**src/hw/tft_consts.vh**
```
// constants of the twin flicker timer core: register map, fields, resets, timing
// assumes a 250 MHz core clock; cycle counts follow from the clock period
`ifndef TFT_CONSTS_VH
`define TFT_CONSTS_VH
`define TFT_CLK_NS 4
`define TFT_MS_NS 1000000
`define TFT_MS_CYCLES (`TFT_MS_NS / `TFT_CLK_NS)
`define TFT_DEB_SHORT_MS 1
`define TFT_DEB_LONG_MS 20
`define TFT_TENTH_YEAR_S 3155760
`define TFT_PV_MAX 20'hF423F
`define TFT_ALARM_RST 14'h0064
`define TFT_THOUSAND 10'h3E8
// register byte offsets
`define TFT_REG_CTRL 8'h00
`define TFT_REG_RANGE 8'h04
`define TFT_REG_OFF_SET 8'h08
`define TFT_REG_ON_SET 8'h0C
`define TFT_REG_LIMIT1 8'h10
`define TFT_REG_LIMIT2 8'h14
`define TFT_REG_ALARM 8'h18
`define TFT_REG_PV 8'h1C
`define TFT_REG_STATUS 8'h20
`define TFT_REG_CNT_TOTAL 8'h24
`define TFT_REG_CNT_ONE 8'h28
`define TFT_REG_CNT_TWO 8'h2C
`define TFT_REG_RUNTIME 8'h30
// control register fields
`define TFT_CTRL_ON_START 0
`define TFT_CTRL_DOWN 1
`define TFT_CTRL_SHORT_WIDTH 2
`define TFT_CTRL_SOURCING 3
`define TFT_CTRL_DUAL_LIMIT 4
`define TFT_CTRL_INV_ONE 5
`define TFT_CTRL_INV_TWO 6
`define TFT_CTRL_IND_LO 7
`define TFT_CTRL_IND_HI 8
`define TFT_CTRL_RETAIN 9
`define TFT_CTRL_RST 10'h000
// indicator modes
`define TFT_IND_RATIO 2'h0
`define TFT_IND_DARK 2'h1
`define TFT_IND_LIT 2'h2
`endif

```
**src/hw/tft_unused_guard.v**
```verilog
// holds no logic: the whole timer core lives in tft_core.v

```
**src/hw/tft_core.v**
```verilog
// twin flicker timer core: flicker output, ratio indicators, ON counts, run time
// assumes synchronous inputs, a plain register port and PWR_UP as the power-good level
//
// Summary of operation
// OFF and ON durations each use their own range, 0.001 s to 1 h units.
// Up mode shows elapsed time, down mode shows remaining time.
// Start-phase bit picks whether flicker starts in OFF or ON phase.
// One 20 ms or 1 ms minimum width filters start, reset and gate.
// One polarity bit selects sinking or sourcing for all inputs.
// Contacts are time-limit plus instantaneous, or two time-limit.
// Set values are clamped to their own limit, programmable 1 to 999999.
// Each output has its own inversion bit.
// Counting up, indicators light from the left per sixth reached.
// Indicators go dark when present value wraps 999999 to 0.
// Counting down, indicators turn off from the right per sixth.
// Ratio display disabled forces indicators all dark or all lit.
// Alarm threshold in thousands, 0 to 9999, reset 100, zero disables.
// Total ON count at or above threshold raises replacement error.
// Total and per-output ON counts are read-only, in thousands.
// Run time monitor is read-only, in tenths of a year.
// OFF start: rising start begins timing off, toggling each expiry.
// ON start: rising start begins timing on, toggling each expiry.
// Start already active begins timing at power-up or reset release.
// Retentive variant holds timing through power loss; basic one resets.
// User keeps ON and OFF durations at least 100 ms with contacts.
// Outside party holds reset or removes power for at least 0.1 s.
// Timing ticks come from a prescaler chosen by the active range.
//
// The address map and strobed register access were decided locally.
`include "tft_consts.vh"
module tft_core #(
	parameter MS_CYCLES = `TFT_MS_CYCLES,
	parameter TENTH_YEAR_S = `TFT_TENTH_YEAR_S
) (
	// clock and reset
	input wire CLK,
	input wire RSTN,
	// register port
	input wire [7:0] ADDR,
	input wire [31:0] WDATA,
	input wire WR,
	input wire RD,
	output reg [31:0] RDATA,
	// field inputs and power
	input wire START_PIN,
	input wire RESET_PIN,
	input wire GATE_PIN,
	input wire PWR_UP,
	// relay and indicator outputs
	output reg OUTPUT_ONE,
	output reg OUTPUT_TWO,
	output reg [5:0] INDICATORS,
	output reg REPLACEMENT_DUE_ERROR
);
	localparam ST_IDLE = 2'b01;
	localparam ST_RUN = 2'b10;

	reg [9:0] ctrl_q;
	reg [7:0] range_q;
	reg [19:0] off_set_q, on_set_q, limit1_q, limit2_q;
	reg [13:0] alarm_q;
	reg [1:0] state_q;
	reg phase_q;
	reg [19:0] el_q;
	reg wrap_q;
	reg [31:0] ms_cnt_q;
	reg [21:0] unit_cnt_q;
	reg [31:0] sec_cnt_q;
	reg [9:0] ms_in_s_q;
	reg [15:0] runtime_q;
	reg start_prev_q, reset_prev_q, pwr_prev_q;
	reg [9:0] lo_q [0:2];
	reg [13:0] k_q [0:2];
	wire [2:0] pin_raw = {GATE_PIN, RESET_PIN, START_PIN};
	wire [2:0] filt;

	// chatter filter, one per input, shared width and polarity
	wire [31:0] deb_cycles = ctrl_q[`TFT_CTRL_SHORT_WIDTH] ?
		MS_CYCLES * `TFT_DEB_SHORT_MS : MS_CYCLES * `TFT_DEB_LONG_MS;
	genvar g;
	generate
		for (g = 0; g < 3; g = g + 1)
		begin : deb
			reg [31:0] cnt_q;
			reg lvl_q;
			wire act = pin_raw[g] ~^ ctrl_q[`TFT_CTRL_SOURCING];
			always @(posedge CLK or negedge RSTN)
			begin
				if (!RSTN)
				begin
					cnt_q <= 32'h0;
					lvl_q <= 1'b0;
				end
				else if (act == lvl_q)
					cnt_q <= 32'h0;
				else if (cnt_q + 32'h1 >= deb_cycles)
				begin
					lvl_q <= act;
					cnt_q <= 32'h0;
				end
				else
					cnt_q <= cnt_q + 32'h1;
			end
			assign filt[g] = lvl_q;
		end
	endgenerate
	wire start_lvl = filt[0];
	wire reset_lvl = filt[1];
	wire gate_lvl = filt[2];

	// millisecond base and range prescaler
	wire ms_tick = (ms_cnt_q == MS_CYCLES - 1);
	wire running = (state_q == ST_RUN);
	wire [3:0] cur_range = phase_q ? range_q[7:4] : range_q[3:0];
	reg [21:0] unit_ms;
	always @*
	begin
		case (cur_range)
			4'h0: unit_ms = 22'h000001;
			4'h1: unit_ms = 22'h00000A;
			4'h2: unit_ms = 22'h000064;
			4'h3: unit_ms = 22'h0003E8;
			4'h4: unit_ms = 22'h001770;
			4'h5: unit_ms = 22'h00EA60;
			4'h6: unit_ms = 22'h057E40;
			4'h7: unit_ms = 22'h36EE80;
			default: unit_ms = 22'h0003E8;
		endcase
	end
	wire timing = running && !gate_lvl && PWR_UP;
	wire unit_tick = timing && ms_tick && (unit_cnt_q + 22'h1 >= unit_ms);

	wire [19:0] cur_set = phase_q ? on_set_q : off_set_q;
	wire expire = unit_tick && (el_q + 20'h1 >= cur_set);
	wire start_go = !reset_lvl && PWR_UP && ((start_lvl && !start_prev_q) ||
		(start_lvl && reset_prev_q) || (start_lvl && !pwr_prev_q));
	wire power_drop = !PWR_UP && !ctrl_q[`TFT_CTRL_RETAIN];

	wire [19:0] wlim1 = (WDATA[19:0] == 20'h0) ? 20'h1 :
		(WDATA[19:0] > `TFT_PV_MAX) ? `TFT_PV_MAX : WDATA[19:0];
	wire [19:0] wclip1 = (WDATA[19:0] > limit1_q) ? limit1_q : WDATA[19:0];
	wire [19:0] wclip2 = (WDATA[19:0] > limit2_q) ? limit2_q : WDATA[19:0];

	always @(posedge CLK or negedge RSTN)
	begin
		if (!RSTN)
		begin
			ctrl_q <= `TFT_CTRL_RST;
			range_q <= 8'h11;
			off_set_q <= 20'h0;
			on_set_q <= 20'h0;
			limit1_q <= `TFT_PV_MAX;
			limit2_q <= `TFT_PV_MAX;
			alarm_q <= `TFT_ALARM_RST;
		end
		else if (WR)
		begin
			case (ADDR)
				`TFT_REG_CTRL: ctrl_q <= WDATA[9:0];
				`TFT_REG_RANGE: range_q <= WDATA[7:0];
				`TFT_REG_OFF_SET: off_set_q <= wclip1;
				`TFT_REG_ON_SET: on_set_q <= wclip2;
				`TFT_REG_LIMIT1: limit1_q <= wlim1;
				`TFT_REG_LIMIT2: limit2_q <= (WDATA[19:0] == 20'h0) ? 20'h1 :
					(WDATA[19:0] > `TFT_PV_MAX) ? `TFT_PV_MAX : WDATA[19:0];
				`TFT_REG_ALARM: alarm_q <= (WDATA[13:0] > 14'h270F) ? 14'h270F :
					WDATA[13:0];
				default: ctrl_q <= ctrl_q;
			endcase
		end
	end

	// flicker sequencer
	always @(posedge CLK or negedge RSTN)
	begin
		if (!RSTN)
		begin
			state_q <= ST_IDLE;
			phase_q <= 1'b0;
			el_q <= 20'h0;
			wrap_q <= 1'b0;
			ms_cnt_q <= 32'h0;
			unit_cnt_q <= 22'h0;
			start_prev_q <= 1'b0;
			reset_prev_q <= 1'b1;
			pwr_prev_q <= 1'b0;
		end
		else
		begin
			start_prev_q <= start_lvl;
			reset_prev_q <= reset_lvl;
			pwr_prev_q <= PWR_UP;
			ms_cnt_q <= ms_tick ? 32'h0 : ms_cnt_q + 32'h1;
			if (timing && ms_tick)
				unit_cnt_q <= unit_tick ? 22'h0 : unit_cnt_q + 22'h1;
			if (unit_tick)
				wrap_q <= (el_q == `TFT_PV_MAX);
			case (state_q)
				ST_IDLE:
				begin
					if (start_go)
					begin
						state_q <= ST_RUN;
						phase_q <= ctrl_q[`TFT_CTRL_ON_START];
						el_q <= 20'h0;
						unit_cnt_q <= 22'h0;
					end
				end
				ST_RUN:
				begin
					if (reset_lvl || power_drop)
					begin
						state_q <= ST_IDLE;
						phase_q <= 1'b0;
						el_q <= 20'h0;
						wrap_q <= 1'b0;
					end
					else if (expire)
					begin
						phase_q <= !phase_q;
						el_q <= 20'h0;
					end
					else if (unit_tick)
						el_q <= (el_q == `TFT_PV_MAX) ? 20'h0 : el_q + 20'h1;
				end
				default: state_q <= ST_IDLE;
			endcase
		end
	end

	// present value and indicators
	wire down = ctrl_q[`TFT_CTRL_DOWN];
	wire [19:0] pv = down ? cur_set - el_q : el_q;
	wire [22:0] pv6 = {3'h0, pv} * 23'h6;
	reg [5:0] ind_d;
	integer k;
	always @*
	begin
		ind_d = 6'h0;
		for (k = 1; k <= 6; k = k + 1)
		begin
			if (down)
				ind_d[6 - k] = pv6 > {3'h0, cur_set} * (k - 1);
			else
				ind_d[6 - k] = pv6 >= {3'h0, cur_set} * k;
		end
		if (wrap_q)
			ind_d = 6'h0;
		if (ctrl_q[`TFT_CTRL_IND_HI:`TFT_CTRL_IND_LO] == `TFT_IND_DARK)
			ind_d = 6'h00;
		else if (ctrl_q[`TFT_CTRL_IND_HI:`TFT_CTRL_IND_LO] == `TFT_IND_LIT)
			ind_d = 6'h3F;
	end

	// contact drive
	wire ctrl_on = running && phase_q;
	wire output_one_d = (ctrl_q[`TFT_CTRL_DUAL_LIMIT] ? ctrl_on : running) ^
		ctrl_q[`TFT_CTRL_INV_ONE];
	wire output_two_d = ctrl_on ^ ctrl_q[`TFT_CTRL_INV_TWO];
	wire [2:0] ev = {output_two_d & !OUTPUT_TWO, output_one_d & !OUTPUT_ONE,
		(output_one_d & !OUTPUT_ONE) | (output_two_d & !OUTPUT_TWO)};

	// ON counts: slot 0 total, 1 output one, 2 output two
	wire [1:0] inc0 = {1'b0, ev[1]} + {1'b0, ev[2]};
	integer c;
	always @(posedge CLK or negedge RSTN)
	begin
		if (!RSTN)
		begin
			for (c = 0; c < 3; c = c + 1)
			begin
				lo_q[c] <= 10'h0;
				k_q[c] <= 14'h0;
			end
		end
		else
		begin
			for (c = 0; c < 3; c = c + 1)
			begin
				if (ev[c])
				begin
					if (lo_q[c] + ((c == 0) ? {8'h0, inc0} : 10'h1) >= `TFT_THOUSAND)
					begin
						lo_q[c] <= lo_q[c] + ((c == 0) ? {8'h0, inc0} : 10'h1) -
							`TFT_THOUSAND;
						k_q[c] <= k_q[c] + 14'h1;
					end
					else
						lo_q[c] <= lo_q[c] + ((c == 0) ? {8'h0, inc0} : 10'h1);
				end
			end
		end
	end

	// powered run time in tenths of a year
	always @(posedge CLK or negedge RSTN)
	begin
		if (!RSTN)
		begin
			ms_in_s_q <= 10'h0;
			sec_cnt_q <= 32'h0;
			runtime_q <= 16'h0;
		end
		else if (PWR_UP && ms_tick)
		begin
			ms_in_s_q <= (ms_in_s_q == `TFT_THOUSAND - 10'h1) ? 10'h0 : ms_in_s_q + 10'h1;
			if (ms_in_s_q == `TFT_THOUSAND - 10'h1)
			begin
				if (sec_cnt_q + 32'h1 >= TENTH_YEAR_S)
				begin
					sec_cnt_q <= 32'h0;
					runtime_q <= runtime_q + 16'h1;
				end
				else
					sec_cnt_q <= sec_cnt_q + 32'h1;
			end
		end
	end

	// registered outputs and read port
	always @(posedge CLK or negedge RSTN)
	begin
		if (!RSTN)
		begin
			OUTPUT_ONE <= 1'b0;
			OUTPUT_TWO <= 1'b0;
			INDICATORS <= 6'h0;
			REPLACEMENT_DUE_ERROR <= 1'b0;
			RDATA <= 32'h0;
		end
		else
		begin
			OUTPUT_ONE <= output_one_d;
			OUTPUT_TWO <= output_two_d;
			INDICATORS <= ind_d;
			REPLACEMENT_DUE_ERROR <= (alarm_q != 14'h0) && (k_q[0] >= alarm_q);
			RDATA <= 32'h0;
			if (RD)
			begin
				case (ADDR)
					`TFT_REG_CTRL: RDATA <= {22'h0, ctrl_q};
					`TFT_REG_RANGE: RDATA <= {24'h0, range_q};
					`TFT_REG_OFF_SET: RDATA <= {12'h0, off_set_q};
					`TFT_REG_ON_SET: RDATA <= {12'h0, on_set_q};
					`TFT_REG_LIMIT1: RDATA <= {12'h0, limit1_q};
					`TFT_REG_LIMIT2: RDATA <= {12'h0, limit2_q};
					`TFT_REG_ALARM: RDATA <= {18'h0, alarm_q};
					`TFT_REG_PV: RDATA <= {12'h0, pv};
					`TFT_REG_STATUS: RDATA <= {21'h0, REPLACEMENT_DUE_ERROR, INDICATORS,
						OUTPUT_TWO, OUTPUT_ONE, phase_q, running};
					`TFT_REG_CNT_TOTAL: RDATA <= {18'h0, k_q[0]};
					`TFT_REG_CNT_ONE: RDATA <= {18'h0, k_q[1]};
					`TFT_REG_CNT_TWO: RDATA <= {18'h0, k_q[2]};
					`TFT_REG_RUNTIME: RDATA <= {16'h0, runtime_q};
					default: RDATA <= 32'h0;
				endcase
			end
		end
	end
endmodule // tft_core

```
**config.mk**
```make
export PLATFORM = sky130hd
export DESIGN_NAME = tft_core
export DESIGN_NICKNAME = d
export VERILOG_FILES = /design/src/hw/tft_unused_guard.v /design/src/hw/tft_core.v
export VERILOG_INCLUDE_DIRS = /design/src /design/src/hw
export SDC_FILE = /design/constraint.sdc
export NUM_CORES = 2
export LEC_CHECK = 0
export BUFFER_PORTS_ARGS = -buffer_cell sky130_fd_sc_hd__buf_2
export CORE_UTILIZATION = 30
export DETAILED_ROUTE_END_ITERATION = 7
export GPL_ROUTABILITY_DRIVEN = 0
export PLACE_DENSITY = 0.55
export SLEW_MARGIN = 15
export SYNTH_ARGS = -nofsm -noshare
export SYNTH_HDL_FRONTEND = slang
export SYNTH_SLANG_ARGS = --single-unit
```
**constraint.sdc**
```tcl
create_clock -name CLK -period 12.8 [get_ports CLK]
set_clock_uncertainty 0.2 [all_clocks]
set_input_delay 3.84 -clock CLK [delete_from_list [all_inputs] [get_ports CLK]]
set_output_delay 3.84 -clock CLK [all_outputs]
set_load 0.005 [all_outputs]
```
# After elaboration in Yosys (flattened, before gate mapping)
# Memory sizes are Yosys's and may differ from the RTL's.
# Cells that the tools add are included.
word_totals:
  out_inout_bits: 41
  regBits: 463
  n_memories: 1
  romBits: 168
mem_list:
  columns: ["name", "words", "width", "rd", "rd_clocked_by_memory_dff", "wr", "line_no", "text"]
  rows:
  - ["(no name shown)", 8, 21, 1, 0, 0, "tft_core.v:118", "case (cur_range)"]
op_classes:
  mul: 4
  reduce_logical: 48
  n_mux: 54
  eq_ne: 26
  bitwise_logic: 11
  add_sub_neg: 20
  n_lt_le_gt_ge: 26
op_table:
  columns: ["operator", "n"]
  rows:
  - ["$pmux 20 s13", 1]
  - ["$mux 32", 8]
  - ["$mux 20", 12]
  - ["$add 32x1->32 const B", 5]
  - ["$mux 22", 5]
  - ["$ge 32x23->1", 3]
  - ["$mul 20x2->22 const B", 3]
  - ["$ge 23x22->1", 2]
  - ["$ge 23x23->1", 2]
  - ["$gt 23x22->1", 2]
  - ["$add 14x1->14 const B", 3]
  - ["$eq 8x6->1 const B", 5]
  - ["$gt 20x20->1", 2]
  - ["$mux 10", 4]
  - ["$pmux 20 s2", 1]
  - ["$eq 32x18->1 const B", 1]
  - ["$eq 8x5->1 const B", 4]
  - ["$ge 32x22->1 const B", 1]
  - ["$add 10x1->10 const B", 3]
  - ["$ge 10x10->1 const B", 3]
  - ["$reduce_and 2->1", 15]
  - ["$sub 10x10->10 const B", 3]
  - ["$ge 23x20->1", 1]
  - ["$ge 23x21->1", 1]
  - ["other kinds (48)", 99]

# Depth between registers and ports, before layout
logic_depth:
  word_depth: 9
  depth_mapped: 35
  depth_no_buf: 32

# Worst setup path before layout
# No wires, ideal clock.
synth_timing:
  kind: "reg-to-reg"
  startpoint: "register phase_q"
  endpoint: "register INDICATORS[0]"
  setup_slack_ps: 5139
  path_stages_with_launch: 32
  required_time_ps: 12474
  n_path_buf: 4
  arrival_time_ps: 7335
  synth_period_minus_slack_ps: 7661
  path_cell_list: "dfrtp_1 clkbuf_1 buf_1 buf_1 mux2i_1 inv_1 ha_1 nand2b_1 a21oi_2 o21a_4 mux2i_1 and2_1 clkbuf_1 inv_1 ha_1 a2111o_1 inv_1 a22oi_1 a41oi_1 a21oi_1 o21a_1 a311oi_2 nor2_1 xor2_1 ha_1 and4_1 nand3_1 nor2_1 mux2i_1 nor3_1 or3_1 a221o_1"
synth_between:
  elab_chain_cells: 9
synth_lines:
  columns: ["element", "line_no", "text"]
  rows:
  - ["from (decl)", "tft_core.v:63", "reg phase_q;"]
  - ["from (signal assigned)", "tft_core.v:204", "phase_q <= ctrl_q[`TFT_CTRL_ON_START];"]
  - ["from (signal assigned)", "tft_core.v:220", "phase_q <= !phase_q;"]
  - ["$mux 20 *", "tft_core.v:133", "wire [19:0] cur_set = phase_q ? on_set_q : off_set_q;"]
  - ["$sub 20x20->20", "tft_core.v:233", "wire [19:0] pv = down ? cur_set - el_q : el_q;"]
  - ["$mux 20", "tft_core.v:233", null]
  - ["$mul 20x2->22", "tft_core.v:234", "wire [22:0] pv6 = {3'h0, pv} * 23'h6;"]
  - ["$ge 23x23->1 or $gt 23x23->1 (tied branches)", "tft_core.v:245, tft_core.v:243", null]
  - ["$mux 1 *", "tft_core.v:242", "if (down)"]
  - ["$mux 6 *", "tft_core.v:247", "if (wrap_q)"]
  - ["$mux 6 *", "tft_core.v:251", "else if (ctrl_q[`TFT_CTRL_IND_HI:`TFT_CTRL_IND_LO] == `TFT_IND_LIT)"]
  - ["$mux 6 *", "tft_core.v:249", "if (ctrl_q[`TFT_CTRL_IND_HI:`TFT_CTRL_IND_LO] == `TFT_IND_DARK)"]
  - ["named net ind_d[0]", "tft_core.v:235", "reg [5:0] ind_d;"]
  - ["to (signal assigned)", "tft_core.v:335", "INDICATORS <= ind_d;"]
  - ["to (decl)", "tft_core.v:52", "output reg [5:0] INDICATORS,"]
# Mark *: on every way through the listed nets, which the timed path passes. The rest lies on a longest branch.
# A chain may end at the register's enable or synchronous reset.

# Final worst setup path
layout_timing:
  startpoint: "register phase_q"
  endpoint: "register INDICATORS[2]"
layout_between:
  elab_chain_cells: 9
layout_lines:
  columns: ["element", "line_no"]
  rows:
  - ["$mux 20 *", "tft_core.v:133"]
  - ["$sub 20x20->20", "tft_core.v:233"]
  - ["$mux 20", "tft_core.v:233"]
  - ["$mul 20x2->22", "tft_core.v:234"]
  - ["$ge 23x22->1 or $gt 23x22->1 (tied branches)", "tft_core.v:245, tft_core.v:243"]
  - ["$mux 1 *", "tft_core.v:242"]
  - ["$mux 6 *", "tft_core.v:247"]
  - ["$mux 6 *", "tft_core.v:251"]
  - ["$mux 6 *", "tft_core.v:249"]
  - ["named net ind_d[2]", "tft_core.v:235"]
# Marked as above.

==> out/metrics.yaml <==
route:
  vias: 27580
  vias_per_cell: 5.177
  ant_nets: 0
  drt-total-wl_um: 95660
  drtIter0Drc: 1959
  dr.pass1.iters: 7
  drc: 2
  wl_per_cell_um: 17.96
clocking:
  cts_resized: 0
  postCtsSetupBuffers: 0
  clk_pin_slew_ns: 0.06
  root_buffer: "clkbuf_16"
  tritoncts: "yes"
  cts_buffers: 54
  clockBufferDepth: 3
  clkLatencyLatePin_ns: 0.65
  h-tree-depth: 2
  cts_num_sinks: 451
  hold_buffers: 0
placed_design:
  dpl.cell_count: 5223
  place_area_um2: 35620
  dpl_worst_slack_ns: 3.326
  hpwl_um: 71790
  io_buffer_count: 64
yosys:
  synth_seq_cells: 451
  ys_seq_area_frac: 0.3392
  synth_edf_count: 0
  yosysWarningCount: 0
  yosysUniqueCellTypes: 107
  synth.avg_cell_area_um2: 9.004
  synth_flop_cell: "dfrtp_1"
  syn_inst: 3708
  synthArstFlopShare: 1.000
  netlist_area_um2: 33390
final_layout:
  layout_commonest_cell: "dfrtp_1"
  final_layout_size_suffix_gt1_frac: 0.08994
  final_cell_area_um2: 37520
  utilization: 0.3395
  num-fill-cells: 11430
  synthToLayoutAreaGrowth_pct: 12.38
  final_cells: 5327
  final_nets: 4218
  final_cell_mix: "dfrtp_1, ha_1, nand2_1"
timing:
  tightest_slew_ns: 1.075
  setup_ws_ns: 3.131
  period_share: 0.7554
  rsz0062_at_grt: "no"
  slew_headroom: 0.2768
  report.final.slew_viol_count: 0
  finalCriticalPeriod_ns: 9.669
  setup_tns_ns: 0
  hold_viol: 0
  clock.fmax_mhz: 103.4
  worst_hold_slack_ns: 0.2355
  setup_violations: 0
pwr:
  power.internal_mw: 2.707
  p_sw_frac: 0.3038
  leakagePower_nw: 17.29
  peakVddDrop_mv: 0.09661
  powerDensity_nw_per_um2: 103.6
  pwr-share-clk: 0.420
  p_total_mw: 3.889
  power_frac_comb: 0.181
  power.share.sequential: 0.399
  p_switching_mw: 1.181
worst_setup_path:
  cp_max_fo: 13
  path_class: "flip-flop to flip-flop"
  cp-end-kind: "flip-flop"
  regToRegSetupSlack_ns: 3.13
  cp-start-kind: "flip-flop"
  reg2regPathDepth: 27
  reg2reg_from: "phase_q$_DFFE_PN0P_"
  arrival_ns: 9.95
  worstReg2RegEnd: "INDICATORS[2]$_DFF_PN0_"
  cp.required_ns: 13.08
status:
  status: "complete, but fails checks"
  violations: "DRC"
die:
  initial_utilization: 0.3021
  die_w_um: 335.6
  die_y_um: 335.6
  placementRows: 122
  io_pins: 89
  die-area_um2: 112600
  core_area_um2: 110500
grt:
  grt.total_usage: 0.1703
  grt_overflow: 0
  antenna_found_initial: 16
  first_global_vias: 27070
  grt_first_pass_wirelength_um: 152800
  grt_max_degree: 158
hold_path:
  hold_end: "reset_prev_q$_DFF_PN1_"
  hp-start: "deb[1].lvl_q$_DFFE_PN0P_"
  worstHoldPathCells: 0
  hp-class: "flip-flop to flip-flop"
job:
  drv_cap: 0
[cell families after synthesis]
group,synth area share
simple gates,0.1964
compound gates,0.1666
flops,0.3392
fa+ha+maj,0.1432
xor+xnor,0.08312
buf+inv,0.03643
mux,0.03493
other cells,0.0001123
[registers in the layout, summed over array words and instances (netlist names), 10 cells and up]
name / flops
ms_in_s_q: 10
on_set_q: 20
unit_cnt_q: 22
limit2_q: 20
deb.cnt_q: 96
ms_cnt_q: 32
off_set_q: 20
runtime_q: 16
ctrl_q: 10
lo_q: 30
k_q: 42
limit1_q: 20
sec_cnt_q: 32
el_q: 20
alarm_q: 14
RDATA: 20
[Yosys cell counts (7+ instances only)]
| library cell | count | area [um2] |
|---|---|---|
| dfrtp_1 | 420 | 10510 |
| xnor2_1 | 196 | 1717 |
| a211o_1 | 11 | 96.34 |
| nor2b_1 | 60 | 375.4 |
| o41ai_1 | 7 | 61.31 |
| o21ai_0 | 249 | 1246 |
| buf_1 | 9 | 33.78 |
| or4_1 | 8 | 60.06 |
| ha_1 | 374 | 4679 |
| dfstp_2 | 31 | 814.5 |
| mux2i_1 | 72 | 720.7 |
| a221oi_1 | 8 | 70.07 |
| a21o_1 | 90 | 675.7 |
| nand2b_1 | 65 | 406.6 |
| inv_1 | 180 | 675.7 |
| a31oi_1 | 40 | 250.2 |
| nand4_1 | 95 | 594.3 |
| buf_4 | 14 | 105.1 |
| nor3_1 | 65 | 325.3 |
| o31ai_1 | 27 | 202.7 |
| a21oi_1 | 161 | 805.8 |
| a222oi_1 | 26 | 260.3 |
| nor2_1 | 249 | 934.7 |
| and4_1 | 24 | 210.2 |
| clkbuf_1 | 98 | 367.9 |
| nand3b_1 | 14 | 105.1 |
| nand2_1 | 368 | 1381 |
| o21a_1 | 29 | 217.7 |
| o21bai_1 | 8 | 60.06 |
| o211ai_1 | 22 | 165.2 |
| nor4_1 | 28 | 175.2 |
| a211oi_1 | 10 | 75.07 |
| mux2_2 | 36 | 405.4 |
| or3_1 | 9 | 56.30 |
| a22oi_1 | 49 | 367.9 |
| nand3_1 | 146 | 730.7 |
| xor2_1 | 114 | 998.5 |
| and3_1 | 106 | 663.1 |
| or2_2 | 13 | 81.33 |
| and2_1 | 33 | 206.5 |
[area by class of cell]
cell class / count / area, um2 / area share
Multi-Input combinational cell: 2987 / 21020 / 0.5603
Sequential cell: 451 / 11330 / 0.3019
Tap cell: 1488 / 1862 / 0.04962
Clock buffer: 72 / 1509 / 0.04022
Timing Repair Buffer: 116 / 733.2 / 0.01954
Inverter: 181 / 679.4 / 0.01811
Clock inverter: 29 / 381.6 / 0.01017
Antenna cell: 3 / 7.507 / 0.0002001
[worst max path at each step]
stage / start / endpoint / slack (ns) / cells past startpoint
global placement: phase_q$_DFFE_PN0P_ / INDICATORS[2]$_DFF_PN0_ / 3.45 / 27
floorplan: phase_q$_DFFE_PN0P_ / INDICATORS[0]$_DFF_PN0_ / 5.14 / 31
global route: phase_q$_DFFE_PN0P_ / INDICATORS[2]$_DFF_PN0_ / 2.87 / 27
finish: phase_q$_DFFE_PN0P_ / INDICATORS[2]$_DFF_PN0_ / 3.13 / 27
CTS: phase_q$_DFFE_PN0P_ / INDICATORS[2]$_DFF_PN0_ / 3.24 / 27
detailed placement: phase_q$_DFFE_PN0P_ / INDICATORS[2]$_DFF_PN0_ / 3.33 / 27
[power by group through the flow]
| stage | registers, mW | clock network (mW) | logic, mW |
|---|---|---|---|
| 2_1_floorplan | 1.53 | 0 | 0.477 |
| 3_3_place_gp | 1.58 | 0 | 0.696 |
| 3_5_place_dp | 1.58 | 0 | 0.701 |
| 4_1_cts | 1.55 | 1.69 | 0.705 |
| 5_1_grt | 1.56 | 1.74 | 0.785 |
| 6_report | 1.55 | 1.63 | 0.704 |
[worst max-delay path, cell delays in order, from the launching register on]
cell	delay (ns)
dfrtp_1	0.88
mux2i_1	0.74
inv_1	0.33
ha_1	0.43
o211ai_1	0.11
a21oi_2	0.25
o21a_4	0.21
mux2i_1	0.27
and2_1	0.35
inv_1	0.17
ha_1	0.36
a2111o_1	0.43
inv_1	0.08
a22oi_1	0.07
a41oi_1	0.56
a21oi_1	0.15
o21a_1	0.26
a311oi_2	0.40
nor2_1	0.11
xor2_1	0.71
ha_1	0.23
nand3_1	0.09
nor2_1	0.35
nand4_1	0.14
nor4_1	0.83
nor2b_1	0.10
o221a_2	0.30
o21ai_0	0.34
[routing by layer]
| metal | vias to the layer above | GRT usage | wire length, um |
|---|---|---|---|
| met3 | 135 | 0.02737 | 5235 |
| met2 | 633 | 0.2694 | 42460 |
| met1 | 13270 | 0.2363 | 45070 |
| li1 | 13540 | - | - |
| met5 | - | 0 | 34 |
| met4 | 6 | 0.05237 | 2866 |
Note: power is estimated with default switching activity, not from simulation.
